### src/verilog/ring_gen_pkg.sv
package ring_gen_pkg;

    // ==========================================================
    // Timing
    // ==========================================================
    localparam int unsigned SYS_CLK_HZ       = 50_000_000;
    localparam int unsigned CLK_PER_US       = SYS_CLK_HZ / 1_000_000;
    localparam int unsigned TICK_TIME_US     = 125;
    localparam int unsigned TICK_CYCLES      = CLK_PER_US * TICK_TIME_US;
    localparam int unsigned UPDATE_TIME_US   = 1000;
    localparam int unsigned TICKS_PER_UPDATE = UPDATE_TIME_US / TICK_TIME_US;

    // ==========================================================
    // Direct register map
    // ==========================================================
    localparam logic [7:0] ADDR_IND_DATA_LO  = 8'h1C;
    localparam logic [7:0] ADDR_IND_DATA_HI  = 8'h1D;
    localparam logic [7:0] ADDR_IND_RD       = 8'h1E;
    localparam logic [7:0] ADDR_IND_WR       = 8'h1F;
    localparam logic [7:0] ADDR_RING_CTRL    = 8'h22;
    localparam logic [7:0] ADDR_ON_LO        = 8'h30;
    localparam logic [7:0] ADDR_ON_HI        = 8'h31;
    localparam logic [7:0] ADDR_OFF_LO       = 8'h32;
    localparam logic [7:0] ADDR_OFF_HI       = 8'h33;
    localparam logic [7:0] ADDR_LINE_FEED    = 8'h40;
    localparam logic [7:0] ADDR_HIGH_SUPPLY  = 8'h4A;

    // ==========================================================
    // Indirect register map
    // ==========================================================
    localparam logic [7:0] IND_DC_OFFSET     = 8'h13;
    localparam logic [7:0] IND_FREQ          = 8'h14;
    localparam logic [7:0] IND_AMP           = 8'h15;
    localparam logic [7:0] IND_PHASE         = 8'h16;
    localparam logic [7:0] IND_CM_MARGIN     = 8'h28;

    // ==========================================================
    // Fields
    // ==========================================================
    localparam int unsigned CTRL_SHAPE_BIT   = 0;
    localparam int unsigned CTRL_OFFSET_BIT  = 1;
    localparam int unsigned CTRL_OSC_BIT     = 2;
    localparam int unsigned CTRL_OFF_TMR_BIT = 3;
    localparam int unsigned CTRL_ON_TMR_BIT  = 4;
    localparam logic [7:0]  CTRL_MASK        = 8'h1F;
    localparam int unsigned LF_SHADOW_LSB    = 4;
    localparam int unsigned CM_MARGIN_W      = 4;
    localparam int unsigned SUPPLY_W         = 6;
    localparam logic [2:0]  LF_RINGING       = 3'h4;
    localparam logic [2:0]  LF_ONHOOK_TX     = 3'h2;
    localparam logic [7:0]  RESET_BYTE       = 8'h00;
    localparam logic [15:0] RESET_WORD       = 16'h0000;

    typedef enum logic [3:0]
    {
        CAD_IDLE = 4'h1,
        CAD_ON   = 4'h2,
        CAD_OFF  = 4'h4,
        CAD_HOLD = 4'h8
    } cadence_type;

endpackage : ring_gen_pkg

### src/verilog/ring_osc_if.sv
`timescale 1ns/1ps
interface ring_osc_if;
    logic               tick_fast;
    logic               tick_update;
    logic               run;
    logic               shape_trap;
    logic signed [15:0] freq;
    logic signed [15:0] amp;
    logic signed [15:0] phase;
    logic signed [15:0] wave;

    modport ctrl (output tick_fast, tick_update, run, shape_trap, freq, amp, phase,
                  input wave);
    modport osc  (input tick_fast, tick_update, run, shape_trap, freq, amp, phase,
                  output wave);
endinterface : ring_osc_if

### src/verilog/ring_generator.sv
`timescale 1ns/1ps
module ring_generator
    import ring_gen_pkg::*;
#(
    parameter int unsigned TICK_CLKS = TICK_CYCLES // 125 us in clocks
)
(
    input  wire logic                   sys_clk,                 // 50 MHz clock
    input  wire logic                   rst,                     // Sync reset, high
    input  wire logic [7:0]             reg_addr,                // Direct register number
    input  wire logic                   reg_wr,                  // Write strobe
    input  wire logic [7:0]             reg_wdata,               // Write data
    input  wire logic                   reg_rd,                  // Read strobe
    output logic      [7:0]             reg_rdata,               // Read data
    output logic                        reg_rvalid,              // Read data valid
    output logic signed [15:0]          ring_wave,               // Ringing sample
    output logic                        ring_drive,              // Waveform driven
    output logic      [2:0]             line_state,              // Actual line state
    output logic      [CM_MARGIN_W-1:0] ring_common_mode_margin, // 1.5 V per step
    output logic      [SUPPLY_W-1:0]    high_supply_level        // High supply setting
);

    ring_osc_if osc_bus ();

    // ==========================================================
    // Register storage
    // ==========================================================
    logic        [7:0]             ctrl_q;
    logic        [15:0]            ring_on_period_q;
    logic        [15:0]            ring_off_period_q;
    logic        [2:0]             line_feed_state_q;
    logic        [SUPPLY_W-1:0]    supply_q;
    logic        [15:0]            ind_data_q;
    logic signed [15:0]            ring_dc_offset_q;
    logic signed [15:0]            ring_freq_coeff_q;
    logic signed [15:0]            ring_amp_coeff_q;
    logic signed [15:0]            ring_phase_coeff_q;
    logic        [CM_MARGIN_W-1:0] cm_margin_q;
    logic        [7:0]             rdata_d;
    logic        [15:0]            ind_rd_d;
    logic                          wr_ind;

    logic ring_shape_select;
    logic ring_offset_enable;
    logic ring_osc_enable;
    logic ring_off_timer_enable;
    logic ring_on_timer_enable;

    assign ring_shape_select     = ctrl_q[CTRL_SHAPE_BIT];
    assign ring_offset_enable    = ctrl_q[CTRL_OFFSET_BIT];
    assign ring_osc_enable       = ctrl_q[CTRL_OSC_BIT];
    assign ring_off_timer_enable = ctrl_q[CTRL_OFF_TMR_BIT];
    assign ring_on_timer_enable  = ctrl_q[CTRL_ON_TMR_BIT];

    // ==========================================================
    // Tick generation
    // ==========================================================
    // One base tick of 125 us serves cadence and trapezoid steps
    logic [$clog2(TICK_CLKS)-1:0]        tick_cnt_q;
    logic [$clog2(TICKS_PER_UPDATE)-1:0] upd_cnt_q;
    logic                                tick;
    logic                                tick_update;

    assign tick        = (tick_cnt_q == ($clog2(TICK_CLKS))'(TICK_CLKS - 1));
    assign tick_update = tick && (upd_cnt_q == ($clog2(TICKS_PER_UPDATE))'(TICKS_PER_UPDATE - 1));

    always_ff @(posedge sys_clk)
    begin
        if (rst || tick)
        begin
            tick_cnt_q <= '0;
        end
        else
        begin
            tick_cnt_q <= tick_cnt_q + 1'b1;
        end
    end

    always_ff @(posedge sys_clk)
    begin
        if (rst)
        begin
            upd_cnt_q <= '0;
        end
        else if (tick)
        begin
            upd_cnt_q <= upd_cnt_q + 1'b1;
        end
    end

    // ==========================================================
    // Direct register writes
    // ==========================================================
    always_ff @(posedge sys_clk)
    begin
        if (rst)
        begin
            ctrl_q            <= RESET_BYTE;
            ring_on_period_q  <= RESET_WORD;
            ring_off_period_q <= RESET_WORD;
            line_feed_state_q <= '0;
            supply_q          <= '0;
        end
        else if (reg_wr)
        begin
            case (reg_addr)
                ADDR_RING_CTRL:   ctrl_q                  <= reg_wdata & CTRL_MASK;
                ADDR_ON_LO:       ring_on_period_q[7:0]   <= reg_wdata;
                ADDR_ON_HI:       ring_on_period_q[15:8]  <= reg_wdata;
                ADDR_OFF_LO:      ring_off_period_q[7:0]  <= reg_wdata;
                ADDR_OFF_HI:      ring_off_period_q[15:8] <= reg_wdata;
                ADDR_LINE_FEED:   line_feed_state_q       <= reg_wdata[2:0];
                ADDR_HIGH_SUPPLY: supply_q                <= reg_wdata[SUPPLY_W-1:0];
                default:          ;
            endcase
        end
    end

    // ==========================================================
    // Indirect access window
    // ==========================================================
    // Accesses finish in one cycle, so no busy flag is needed
    assign wr_ind = reg_wr && (reg_addr == ADDR_IND_WR);

    always_comb
    begin
        case (reg_wdata)
            IND_DC_OFFSET: ind_rd_d = ring_dc_offset_q;
            IND_FREQ:      ind_rd_d = ring_freq_coeff_q;
            IND_AMP:       ind_rd_d = ring_amp_coeff_q;
            IND_PHASE:     ind_rd_d = ring_phase_coeff_q;
            IND_CM_MARGIN: ind_rd_d = {{(16-CM_MARGIN_W){1'b0}}, cm_margin_q};
            default:       ind_rd_d = RESET_WORD;
        endcase
    end

    always_ff @(posedge sys_clk)
    begin
        if (rst)
        begin
            ind_data_q <= RESET_WORD;
        end
        else if (reg_wr && reg_addr == ADDR_IND_DATA_LO)
        begin
            ind_data_q[7:0] <= reg_wdata;
        end
        else if (reg_wr && reg_addr == ADDR_IND_DATA_HI)
        begin
            ind_data_q[15:8] <= reg_wdata;
        end
        else if (reg_wr && reg_addr == ADDR_IND_RD)
        begin
            ind_data_q <= ind_rd_d;
        end
    end

    always_ff @(posedge sys_clk)
    begin
        if (rst)
        begin
            ring_dc_offset_q   <= RESET_WORD;
            ring_freq_coeff_q  <= RESET_WORD;
            ring_amp_coeff_q   <= RESET_WORD;
            ring_phase_coeff_q <= RESET_WORD;
            cm_margin_q        <= '0;
        end
        else if (wr_ind)
        begin
            case (reg_wdata)
                IND_DC_OFFSET: ring_dc_offset_q   <= ind_data_q;
                IND_FREQ:      ring_freq_coeff_q  <= ind_data_q;
                IND_AMP:       ring_amp_coeff_q   <= ind_data_q;
                IND_PHASE:     ring_phase_coeff_q <= ind_data_q;
                IND_CM_MARGIN: cm_margin_q        <= ind_data_q[CM_MARGIN_W-1:0];
                default:       ;
            endcase
        end
    end

    // ==========================================================
    // Cadence state machine
    // ==========================================================
    cadence_type state_q;
    cadence_type state_d;
    logic [15:0] cad_cnt_q;
    logic        ringing_sel;
    logic        on_expired;
    logic        off_expired;

    assign ringing_sel = (line_feed_state_q == LF_RINGING);
    // Zero and one both expire on the first tick
    assign on_expired  = tick && ring_on_timer_enable
                         && ({1'b0, cad_cnt_q} + 17'h00001 >= {1'b0, ring_on_period_q});
    assign off_expired = tick && ({1'b0, cad_cnt_q} + 17'h00001 >= {1'b0, ring_off_period_q});

    always_comb
    begin
        state_d = state_q;
        case (state_q)
            CAD_IDLE:
            begin
                if (ringing_sel)
                begin
                    state_d = CAD_ON;
                end
            end
            CAD_ON:
            begin
                if (!ringing_sel)
                begin
                    state_d = CAD_IDLE;
                end
                else if (on_expired)
                begin
                    // Without the off timer the ring is a one-shot
                    state_d = ring_off_timer_enable ? CAD_OFF : CAD_HOLD;
                end
            end
            CAD_OFF:
            begin
                if (!ringing_sel)
                begin
                    state_d = CAD_IDLE;
                end
                else if (!ring_off_timer_enable)
                begin
                    state_d = CAD_HOLD;
                end
                else if (off_expired)
                begin
                    state_d = CAD_ON;
                end
            end
            CAD_HOLD:
            begin
                if (!ringing_sel)
                begin
                    state_d = CAD_IDLE;
                end
            end
            default:
            begin
                state_d = CAD_IDLE;
            end
        endcase
    end

    always_ff @(posedge sys_clk)
    begin
        state_q <= rst ? CAD_IDLE : state_d;
    end

    always_ff @(posedge sys_clk)
    begin
        if (rst || state_d != state_q || state_q == CAD_IDLE || state_q == CAD_HOLD)
        begin
            cad_cnt_q <= RESET_WORD;
        end
        else if (tick)
        begin
            cad_cnt_q <= cad_cnt_q + 16'h0001;
        end
    end

    // ==========================================================
    // Oscillator and output
    // ==========================================================
    assign osc_bus.tick_fast   = tick;
    assign osc_bus.tick_update = tick_update;
    assign osc_bus.run         = (state_q == CAD_ON) && ring_osc_enable;
    assign osc_bus.shape_trap  = ring_shape_select;
    assign osc_bus.freq        = ring_freq_coeff_q;
    assign osc_bus.amp         = ring_amp_coeff_q;
    assign osc_bus.phase       = ring_phase_coeff_q;

    ring_oscillator u_osc
    (
        .sys_clk (sys_clk),
        .rst     (rst),
        .osc     (osc_bus)
    );

    logic signed [16:0] sum_d;

    always_comb
    begin
        sum_d = 17'(osc_bus.wave) + (ring_offset_enable ? 17'(ring_dc_offset_q) : 17'sd0);
    end

    always_ff @(posedge sys_clk)
    begin
        if (rst || !osc_bus.run)
        begin
            ring_wave <= RESET_WORD;
        end
        else if (sum_d > 17'sd32767)
        begin
            ring_wave <= 16'sh7FFF;
        end
        else if (sum_d < -17'sd32768)
        begin
            ring_wave <= 16'sh8000;
        end
        else
        begin
            ring_wave <= sum_d[15:0];
        end
    end

    always_ff @(posedge sys_clk)
    begin
        if (rst)
        begin
            ring_drive <= 1'b0;
            line_state <= '0;
        end
        else
        begin
            ring_drive <= osc_bus.run;
            case (state_q)
                CAD_ON:            line_state <= LF_RINGING;
                CAD_OFF, CAD_HOLD: line_state <= LF_ONHOOK_TX;
                default:           line_state <= line_feed_state_q;
            endcase
        end
    end

    assign ring_common_mode_margin = cm_margin_q;
    assign high_supply_level       = supply_q;

    // ==========================================================
    // Register reads
    // ==========================================================
    always_comb
    begin
        case (reg_addr)
            ADDR_IND_DATA_LO: rdata_d = ind_data_q[7:0];
            ADDR_IND_DATA_HI: rdata_d = ind_data_q[15:8];
            ADDR_RING_CTRL:   rdata_d = ctrl_q;
            ADDR_ON_LO:       rdata_d = ring_on_period_q[7:0];
            ADDR_ON_HI:       rdata_d = ring_on_period_q[15:8];
            ADDR_OFF_LO:      rdata_d = ring_off_period_q[7:0];
            ADDR_OFF_HI:      rdata_d = ring_off_period_q[15:8];
            ADDR_LINE_FEED:   rdata_d = 8'({line_state, 1'b0, line_feed_state_q});
            ADDR_HIGH_SUPPLY: rdata_d = 8'(supply_q);
            default:          rdata_d = RESET_BYTE;
        endcase
    end

    always_ff @(posedge sys_clk)
    begin
        if (rst)
        begin
            reg_rdata  <= RESET_BYTE;
            reg_rvalid <= 1'b0;
        end
        else
        begin
            reg_rvalid <= reg_rd;
            if (reg_rd)
            begin
                reg_rdata <= rdata_d;
            end
        end
    end

endmodule : ring_generator

### src/verilog/ring_oscillator.sv
`timescale 1ns/1ps
module ring_oscillator
    import ring_gen_pkg::*;
(
    input wire logic sys_clk, // System clock
    input wire logic rst,     // Synchronous reset
    ring_osc_if.osc  osc      // Coefficients in, samples out
);

    logic               run_q;
    logic signed [15:0] cur_q;
    logic signed [15:0] prev_q;
    logic               dir_up_q;
    logic        [15:0] half_cnt_q;
    logic signed [31:0] prod;
    logic signed [17:0] res_d;
    logic signed [17:0] ramp_d;

    // ==========================================================
    // Resonator arithmetic, Q15 coefficient
    // ==========================================================
    always_comb
    begin
        prod   = osc.freq * cur_q;
        res_d  = 18'(prod >>> 14) - 18'(prev_q);
        ramp_d = dir_up_q ? 18'(cur_q) + 18'(osc.freq) : 18'(cur_q) - 18'(osc.freq);
        if (ramp_d > 18'(osc.amp))
        begin
            ramp_d = 18'(osc.amp);
        end
        if (ramp_d < -18'(osc.amp))
        begin
            ramp_d = -18'(osc.amp);
        end
    end

    function automatic logic signed [15:0] sat16(input logic signed [17:0] v);
        if (v > 18'sd32767)
        begin
            return 16'sh7FFF;
        end
        if (v < -18'sd32768)
        begin
            return 16'sh8000;
        end
        return v[15:0];
    endfunction : sat16

    // ==========================================================
    // Sample state
    // ==========================================================
    always_ff @(posedge sys_clk)
    begin
        run_q <= rst ? 1'b0 : osc.run;
        if (rst || !osc.run)
        begin
            cur_q      <= RESET_WORD;
            prev_q     <= RESET_WORD;
            dir_up_q   <= 1'b1;
            half_cnt_q <= RESET_WORD;
        end
        else if (!run_q)
        begin
            // Sine starts at the phase value; trapezoid starts at zero ramping up
            cur_q      <= osc.shape_trap ? RESET_WORD : osc.phase;
            prev_q     <= -osc.amp;
            dir_up_q   <= 1'b1;
            half_cnt_q <= RESET_WORD;
        end
        else if (osc.shape_trap && osc.tick_fast)
        begin
            cur_q <= ramp_d[15:0];
            if (half_cnt_q + 16'h0001 >= osc.phase)
            begin
                half_cnt_q <= RESET_WORD;
                dir_up_q   <= !dir_up_q;
            end
            else
            begin
                half_cnt_q <= half_cnt_q + 16'h0001;
            end
        end
        else if (!osc.shape_trap && osc.tick_update)
        begin
            prev_q <= cur_q;
            cur_q  <= sat16(res_d);
        end
    end

    assign osc.wave = cur_q;

endmodule : ring_oscillator
### config.mk
export PLATFORM = sky130hd
export DESIGN_NAME = ring_generator
export DESIGN_NICKNAME = d
export VERILOG_FILES = /design/src/verilog/ring_gen_pkg.sv /design/src/verilog/ring_osc_if.sv /design/src/verilog/ring_generator.sv /design/src/verilog/ring_oscillator.sv
export SDC_FILE = /design/constraint.sdc
export NUM_CORES = 1
export LEC_CHECK = 0
export CAP_MARGIN = 20
export CORE_MARGIN = 2
export CORE_UTILIZATION = 45
export DETAILED_ROUTE_END_ITERATION = 8
export DONT_BUFFER_PORTS = 1
export PLACE_DENSITY = 0.63
export SYNTH_ARGS = -nofsm -noshare
export SYNTH_HDL_FRONTEND = slang
export SYNTH_HIERARCHICAL = 1
export SYNTH_SLANG_ARGS = --single-unit
export TNS_END_PERCENT = 20
### constraint.sdc
create_clock -name sys_clk -period 23 [get_ports sys_clk]
set_input_delay 1.15 -clock sys_clk [delete_from_list [all_inputs] [get_ports sys_clk]]
set_output_delay 1.15 -clock sys_clk [all_outputs]
set_load 0.02 [all_outputs]
==> results.json, run 1 <==
{
  "status": "finished clean",
  "crit_top_cell": "fa_1",
  "finalClockSkew_ns": 0.0252,
  "synthTopCellsByArea": "fa_1, dfxtp_1, ha_1, inv_1, nand2_1",
  "htree_levels": 1,
  "place_congestion": 0.930,
  "syn_to_final_growth_pct": 5.64,
  "nFillCells": 5482,
  "setup.worst_path.start": "u_osc/osc.wave[1]$_SDFFE_PP0P_",
  "timing.final.crit_share_pct": 44.0,
  "ys_seq_elements": 245,
  "r2r-end": "u_osc/osc.wave[11]$_SDFFE_PP0P_",
  "crit_type": "reg -> reg",
  "reg2reg_depth": 32,
  "cts_buffer_depth": 3,
  "overflow": 0,
  "clock-root-buffer": "clkbuf_16",
  "grt_max_degree": 152,
  "p_comb_share_pct": 0.7,
  "yosysSeqAreaShare_pct": 18.7,
  "synth_edf_count": 0,
  "drt_iter0_drc": 1974,
  "min_path_type": "reg -> reg",
  "sw_frac_of_total_pct": 22.1,
  "synth_common_cells": "inv_1, nand2_1, fa_1",
  "cp-start-kind": "register",
  "maxCapViolCount": 0,
  "cts.clk_slew.worst_paths_ns": 0.06,
  "max_stage_delay_ns": 0.85,
  "rr_startpoint": "u_osc/osc.wave[1]$_SDFFE_PP0P_",
  "seq_power_share_pct": 48.3,
  "worstMarginPinSlew_ns": 1.14,
  "yosys.area.top_type": "fa_1",
  "design_area_mm2": 0.0277,
  "grt_pass1_vias": 22219,
  "min_period_ns": 10.12,
  "synth_top_flop_cell": "dfxtp_1",
  "core_mm2": 0.0576,
  "drc": 0,
  "initial_core_util_pct": 45.5,
  "cp_data_required_time_ns": 23.43,
  "syn_area_mm2": 0.0262,
  "instances_no_fill": 3849,
  "ant_nets": 0,
  "vias_per_cell": 5.66,
  "wl_per_cell_um": 19.4,
  "grt_pass1_wl_mm": 121,
  "post-route-util_pct": 48.0,
  "slew_headroom_pct": 23.9,
  "report.final.setup_viol": 0,
  "cp_top_family": "adder cells",
  "grtUsageMet1_pct": 34.3,
  "final_nets": 3565,
  "finalHoldViolations": 0,
  "min_from": "ring_dc_offset_q[0]$_SDFFE_PP0P_",
  "place_area_mm2": 0.0267,
  "cts.repair.resized": 0,
  "finalSetupTns_ns": 0,
  "holdPathEnd": "ring_dc_offset_q[0]$_SDFFE_PP0P_",
  "avgSynthCellArea_um2": 8.29,
  "power.switching_mw": 0.195,
  "floorplan.rows": 88,
  "path_buf_inv": 5,
  "synth_warnings": 6,
  "cp_slowest_cell": "fa_1",
  "cts_setup_buffers": 0,
  "power_density_mw_per_mm2": 31.9,
  "first_pass_iters": 6,
  "arrival_ns": 10.55,
  "worstHoldPathCells": 2,
  "grt_antenna_before_repair": 1,
  "crit_fanout": 20,
  "fmax_ghz": 0.0988,
  "p_int_mw": 0.687,
  "synth_nets": 3662,
  "power_frac_clock_pct": 51.1,
  "hold_slack_ns": 0.469,
  "die_h_um": 245,
  "cts_tree": "done",
  "yosysMostFrequentCell": "inv_1",
  "grt_util_met3_pct": 2.53,
  "grt_use_total_pct": 25.2,
  "placed_cells": 3796,
  "synth_top_area_share_pct": 20.2,
  "cts_buffers": 28,
  "ios": 59,
  "cts_hold_buf": 0,
  "grtUsageMet2_pct": 42.7,
  "cts.sinks": 245,
  "timing.final.ws_setup_ns": 12.88,
  "num_vias": 21794,
  "rsz0062_at_grt": "no",
  "yosys.cell_types.count": 98,
  "slew_viol_final": 0,
  "synthesis.instances": 3160,
  "r2r_setup_slack_ns": 12.88,
  "drive_above_1_share_pct": 4.74,
  "hpwl_mm": 57.0,
  "die_w_um": 245,
  "clk_latency_ns": 0.58,
  "io_buffers": 0,
  "drt-total-wl_mm": 74.6,
  "busiest_layer": "met2",
  "end_kind": "register",
  "dieArea_mm2": 0.0601,
  "total_power_mw": 0.883,
  "p_leak_nw": 12.2,
  "dp_worst_setup_slack_ns": 13.04,
  "async_reset_ff_share_pct": 0,
  "max-vdd-ir-drop_uv": 42.0
}
==> power by group through the flow <==
stage	combinational, mW	clock [mW]	sequential, mW
2_1_floorplan	0.0112	0	0.435
3_3_place_gp	0.00574	0	0.435
3_5_place_dp	0.00589	0	0.435
4_1_cts	0.00592	0.459	0.426
5_1_grt	0.00662	0.475	0.426
6_report	0.00596	0.451	0.426
==> placed cells by master, fill, tap and decap left out, types with 45 or more instances in the layout <==
master / instances
a21oi_1: 210
a22oi_1: 65
and2_1: 146
dfxtp_1: 245
fa_1: 264
ha_1: 218
inv_1: 440
nand2_1: 390
nand3_1: 61
nor2_1: 199
nor3_1: 45
o21ai_0: 79
xnor2_1: 83
xor2_1: 64
==> how the worst max path moves through the flow <==
stage / cells after the start / end / slack, ns
after global routing: 32 / u_osc/osc.wave[11]$_SDFFE_PP0P_ / 12.31
after floorplan: 34 / u_osc/osc.wave[11]$_SDFFE_PP0P_ / 13.98
final: 32 / u_osc/osc.wave[11]$_SDFFE_PP0P_ / 12.88
after detailed placement: 32 / u_osc/osc.wave[11]$_SDFFE_PP0P_ / 13.04
after CTS: 32 / u_osc/osc.wave[11]$_SDFFE_PP0P_ / 12.96
after global placement: 32 / u_osc/osc.wave[11]$_SDFFE_PP0P_ / 13.23
==> cells by family after synthesis <==
logic type	Yosys count	synth area share, %
simple gates	1015	18.7
compound gates	609	15.3
buf+inv	597	8.81
fa+ha+maj	482	30.6
flops	245	18.7
xor+xnor	149	5.04
mux	63	2.80
==> per-layer routing <==
layer,share of wire [%],vias up
li1,-,10279
met1,44,10721
met2,48,693
met3,5.9,101
met4,2.5,0
met5,0,-
==> layout make-up <==
| class | count | area [um^2] | area share, % |
|---|---|---|---|
| tap | 765 | 957 | 3.46 |
| clock inverter | 11 | 121 | 0.439 |
| timing repair buffer | 30 | 225 | 0.814 |
| sequential | 245 | 4900 | 17.7 |
| antenna | 1 | 2.50 | 0.00904 |
| inverter | 440 | 1650 | 5.97 |
| multi-input combinational | 2318 | 19000 | 68.6 |
| clock buffer | 39 | 812 | 2.93 |
==> worst register-to-register path: cells and delay by family (launching register included) <==
family | cells | cell delay, ns
adders and majority gates | 8 | 4.31
DFF | 1 | 0.62
buffers and inverters | 5 | 0.57
xor gates and xnor gates | 2 | 0.55
and+or+nand+nor | 3 | 0.61
AOI/OAI and AO/OA | 14 | 3.35
(Power assumes the default switching activity.)
==> inputs of run 2 (changes only) <==
--- a/config.mk
+++ b/config.mk
@@ -10,7 +10,7 @@
 export CORE_UTILIZATION = 45
 export DETAILED_ROUTE_END_ITERATION = 8
 export DONT_BUFFER_PORTS = 1
-export PLACE_DENSITY = 0.63
+export PLACE_DENSITY = 0.65
 export SYNTH_ARGS = -nofsm -noshare
 export SYNTH_HDL_FRONTEND = slang
 export SYNTH_HIERARCHICAL = 1
==> constraint.sdc (replaced) <==
create_clock -name sys_clk -period 8.8 [get_ports sys_clk]
set_input_delay 0.44 -clock sys_clk [delete_from_list [all_inputs] [get_ports sys_clk]]
set_output_delay 0.44 -clock sys_clk [all_outputs]
set_load 0.02 [all_outputs]
==> results.json, run 2 (synthesis gave the netlist of run 1 again) <==
{
  "status": "finished clean",
  "cts.sinks": 245,
  "design_area_mm2": 0.0286,
  "drt_iter0_drc": 1847,
  "die_h_um": 245,
  "crit_fanout": 8,
  "initial_core_util_pct": 45.5,
  "path_buf_inv": 5,
  "place_congestion": 0.952,
  "worstMarginPinSlew_ns": 1.04,
  "cts.clk_slew.worst_paths_ns": 0.06,
  "ios": 59,
  "report.final.setup_viol": 0,
  "grt_max_degree": 135,
  "maxCapViolCount": 0,
  "floorplan.rows": 88,
  "grt_pass1_wl_mm": 121,
  "vias_per_cell": 5.56,
  "sw_frac_of_total_pct": 22.7,
  "layout_common_cells": "inv_1, nand2_1, fa_1, dfxtp_1, ha_1",
  "grt_pass1_vias": 21681,
  "timing.final.crit_share_pct": 96.0,
  "wl_per_cell_um": 19.1,
  "end_kind": "register",
  "crit_top_cell": "fa_1",
  "first_pass_iters": 8,
  "place_area_mm2": 0.0275,
  "grt_antenna_before_repair": 2,
  "finalClockSkew_ns": 0.0123,
  "seq_power_share_pct": 48.1,
  "final_common_cell": "inv_1",
  "overflow": 0,
  "cts_tree": "done",
  "drc": 0,
  "num_vias": 21930,
  "fmax_ghz": 0.118,
  "htree_levels": 1,
  "die_w_um": 245,
  "power.switching_mw": 0.524,
  "io_buffers": 0,
  "cts_buffer_depth": 3,
  "p_comb_share_pct": 1.5,
  "n_antenna_cell": 0,
  "drt-total-wl_mm": 75.3,
  "dieArea_mm2": 0.0601,
  "r2r_setup_slack_ns": 0.35,
  "slew_viol_final": 0,
  "core_mm2": 0.0576,
  "arrival_ns": 8.95,
  "cp_data_required_time_ns": 9.30,
  "final_nets": 3662,
  "clk_latency_ns": 0.58,
  "cts_buffers": 27,
  "cp_slowest_cell": "fa_2",
  "grt_use_total_pct": 25.3,
  "min_path_type": "in -> reg",
  "p_leak_nw": 12.7,
  "syn_to_final_growth_pct": 9.23,
  "drive_above_1_share_pct": 7.84,
  "max-vdd-ir-drop_uv": 137,
  "crit_type": "reg -> reg",
  "power_density_mw_per_mm2": 80.9,
  "dp_worst_setup_slack_ns": 0.0911,
  "ant_nets": 0,
  "clock-root-buffer": "clkbuf_16",
  "power_frac_clock_pct": 50.4,
  "slew_headroom_pct": 30.5,
  "p_int_mw": 1.79,
  "hpwl_mm": 57.5,
  "finalHoldViolations": 0,
  "max_stage_delay_ns": 0.59,
  "cp_top_family": "adder cells",
  "timing.final.ws_setup_ns": 0.351,
  "cp-start-kind": "register",
  "min_period_ns": 8.45
}
==> run 2: final timing paths <==
path / startpoint / to / depth (start not counted)
setup / recovery: osc_bus.freq[15]$_SDFFE_PP0P_ / u_osc/osc.wave[14]$_SDFFE_PP0P_ / 32
hold / removal: reg_wdata[5] / ring_off_period_q[5]$_SDFFE_PP0P_ / 2
setup reg to reg: osc_bus.freq[15]$_SDFFE_PP0P_ / u_osc/osc.wave[14]$_SDFFE_PP0P_ / 32
hold reg to reg: u_osc/half_cnt_q[1]$_SDFFE_PP0P_ / u_osc/half_cnt_q[1]$_SDFFE_PP0P_ / 2
==> run 2: area by class of cell <==
cell class              instances  area (um^2)
inverters                     440         1650
well taps                     765          957
flip-flops and latches        245         4920
multi-input cells            2319        19000
clock buffers                  36          759
fillers                      5635        29000
clock inverters                11          128
repair buffers                127         1160
==> run 2: power groups by stage <==
stage	logic, mW	clock network, mW	registers [mW]
after global routing	0.0362	1.23	1.11
after CTS	0.0332	1.19	1.11
final	0.0338	1.17	1.11
after detailed placement	0.0154	0	1.14
after floorplan	0.0292	0	1.14
after global placement	0.0151	0	1.14
==> run 2: metrics by stage <==
stage / cells / utilization (%) / TNS (ns) / hold WS (ns) / power, mW
after floorplan: 3160 / - / 0 / 0.441 / 1.17
after global placement: 3876 / 47.7 / 0 / 0.459 / 1.15
after detailed placement: 3877 / 47.7 / 0 / 0.463 / 1.15
after CTS: 3937 / 49.5 / 0 / 0.000213 / 2.33
after global routing: 3943 / 49.7 / -0.230 / 0.00474 / 2.38
final: 3943 / 49.7 / 0 / 0.0192 / 2.31
==> run 2: what timing repair did <==
action | CTS | global route
hold buffers | 13 | 0
setup endpoints to repair | 0 | 16
setup buffers | 0 | 0
resized for setup | 0 | 24
hold endpoints to repair | 134 | 0
==> run 2: per-layer routing <==
layer | up-vias | GRT usage, % | part of all wire, %
met3 | 124 | 2.83 | 5.8
li1 | 10495 | - | -
met2 | 685 | 41.2 | 46
met4 | 2 | 7.59 | 3.2
met1 | 10624 | 35.2 | 45
met5 | - | 0 | 0.017
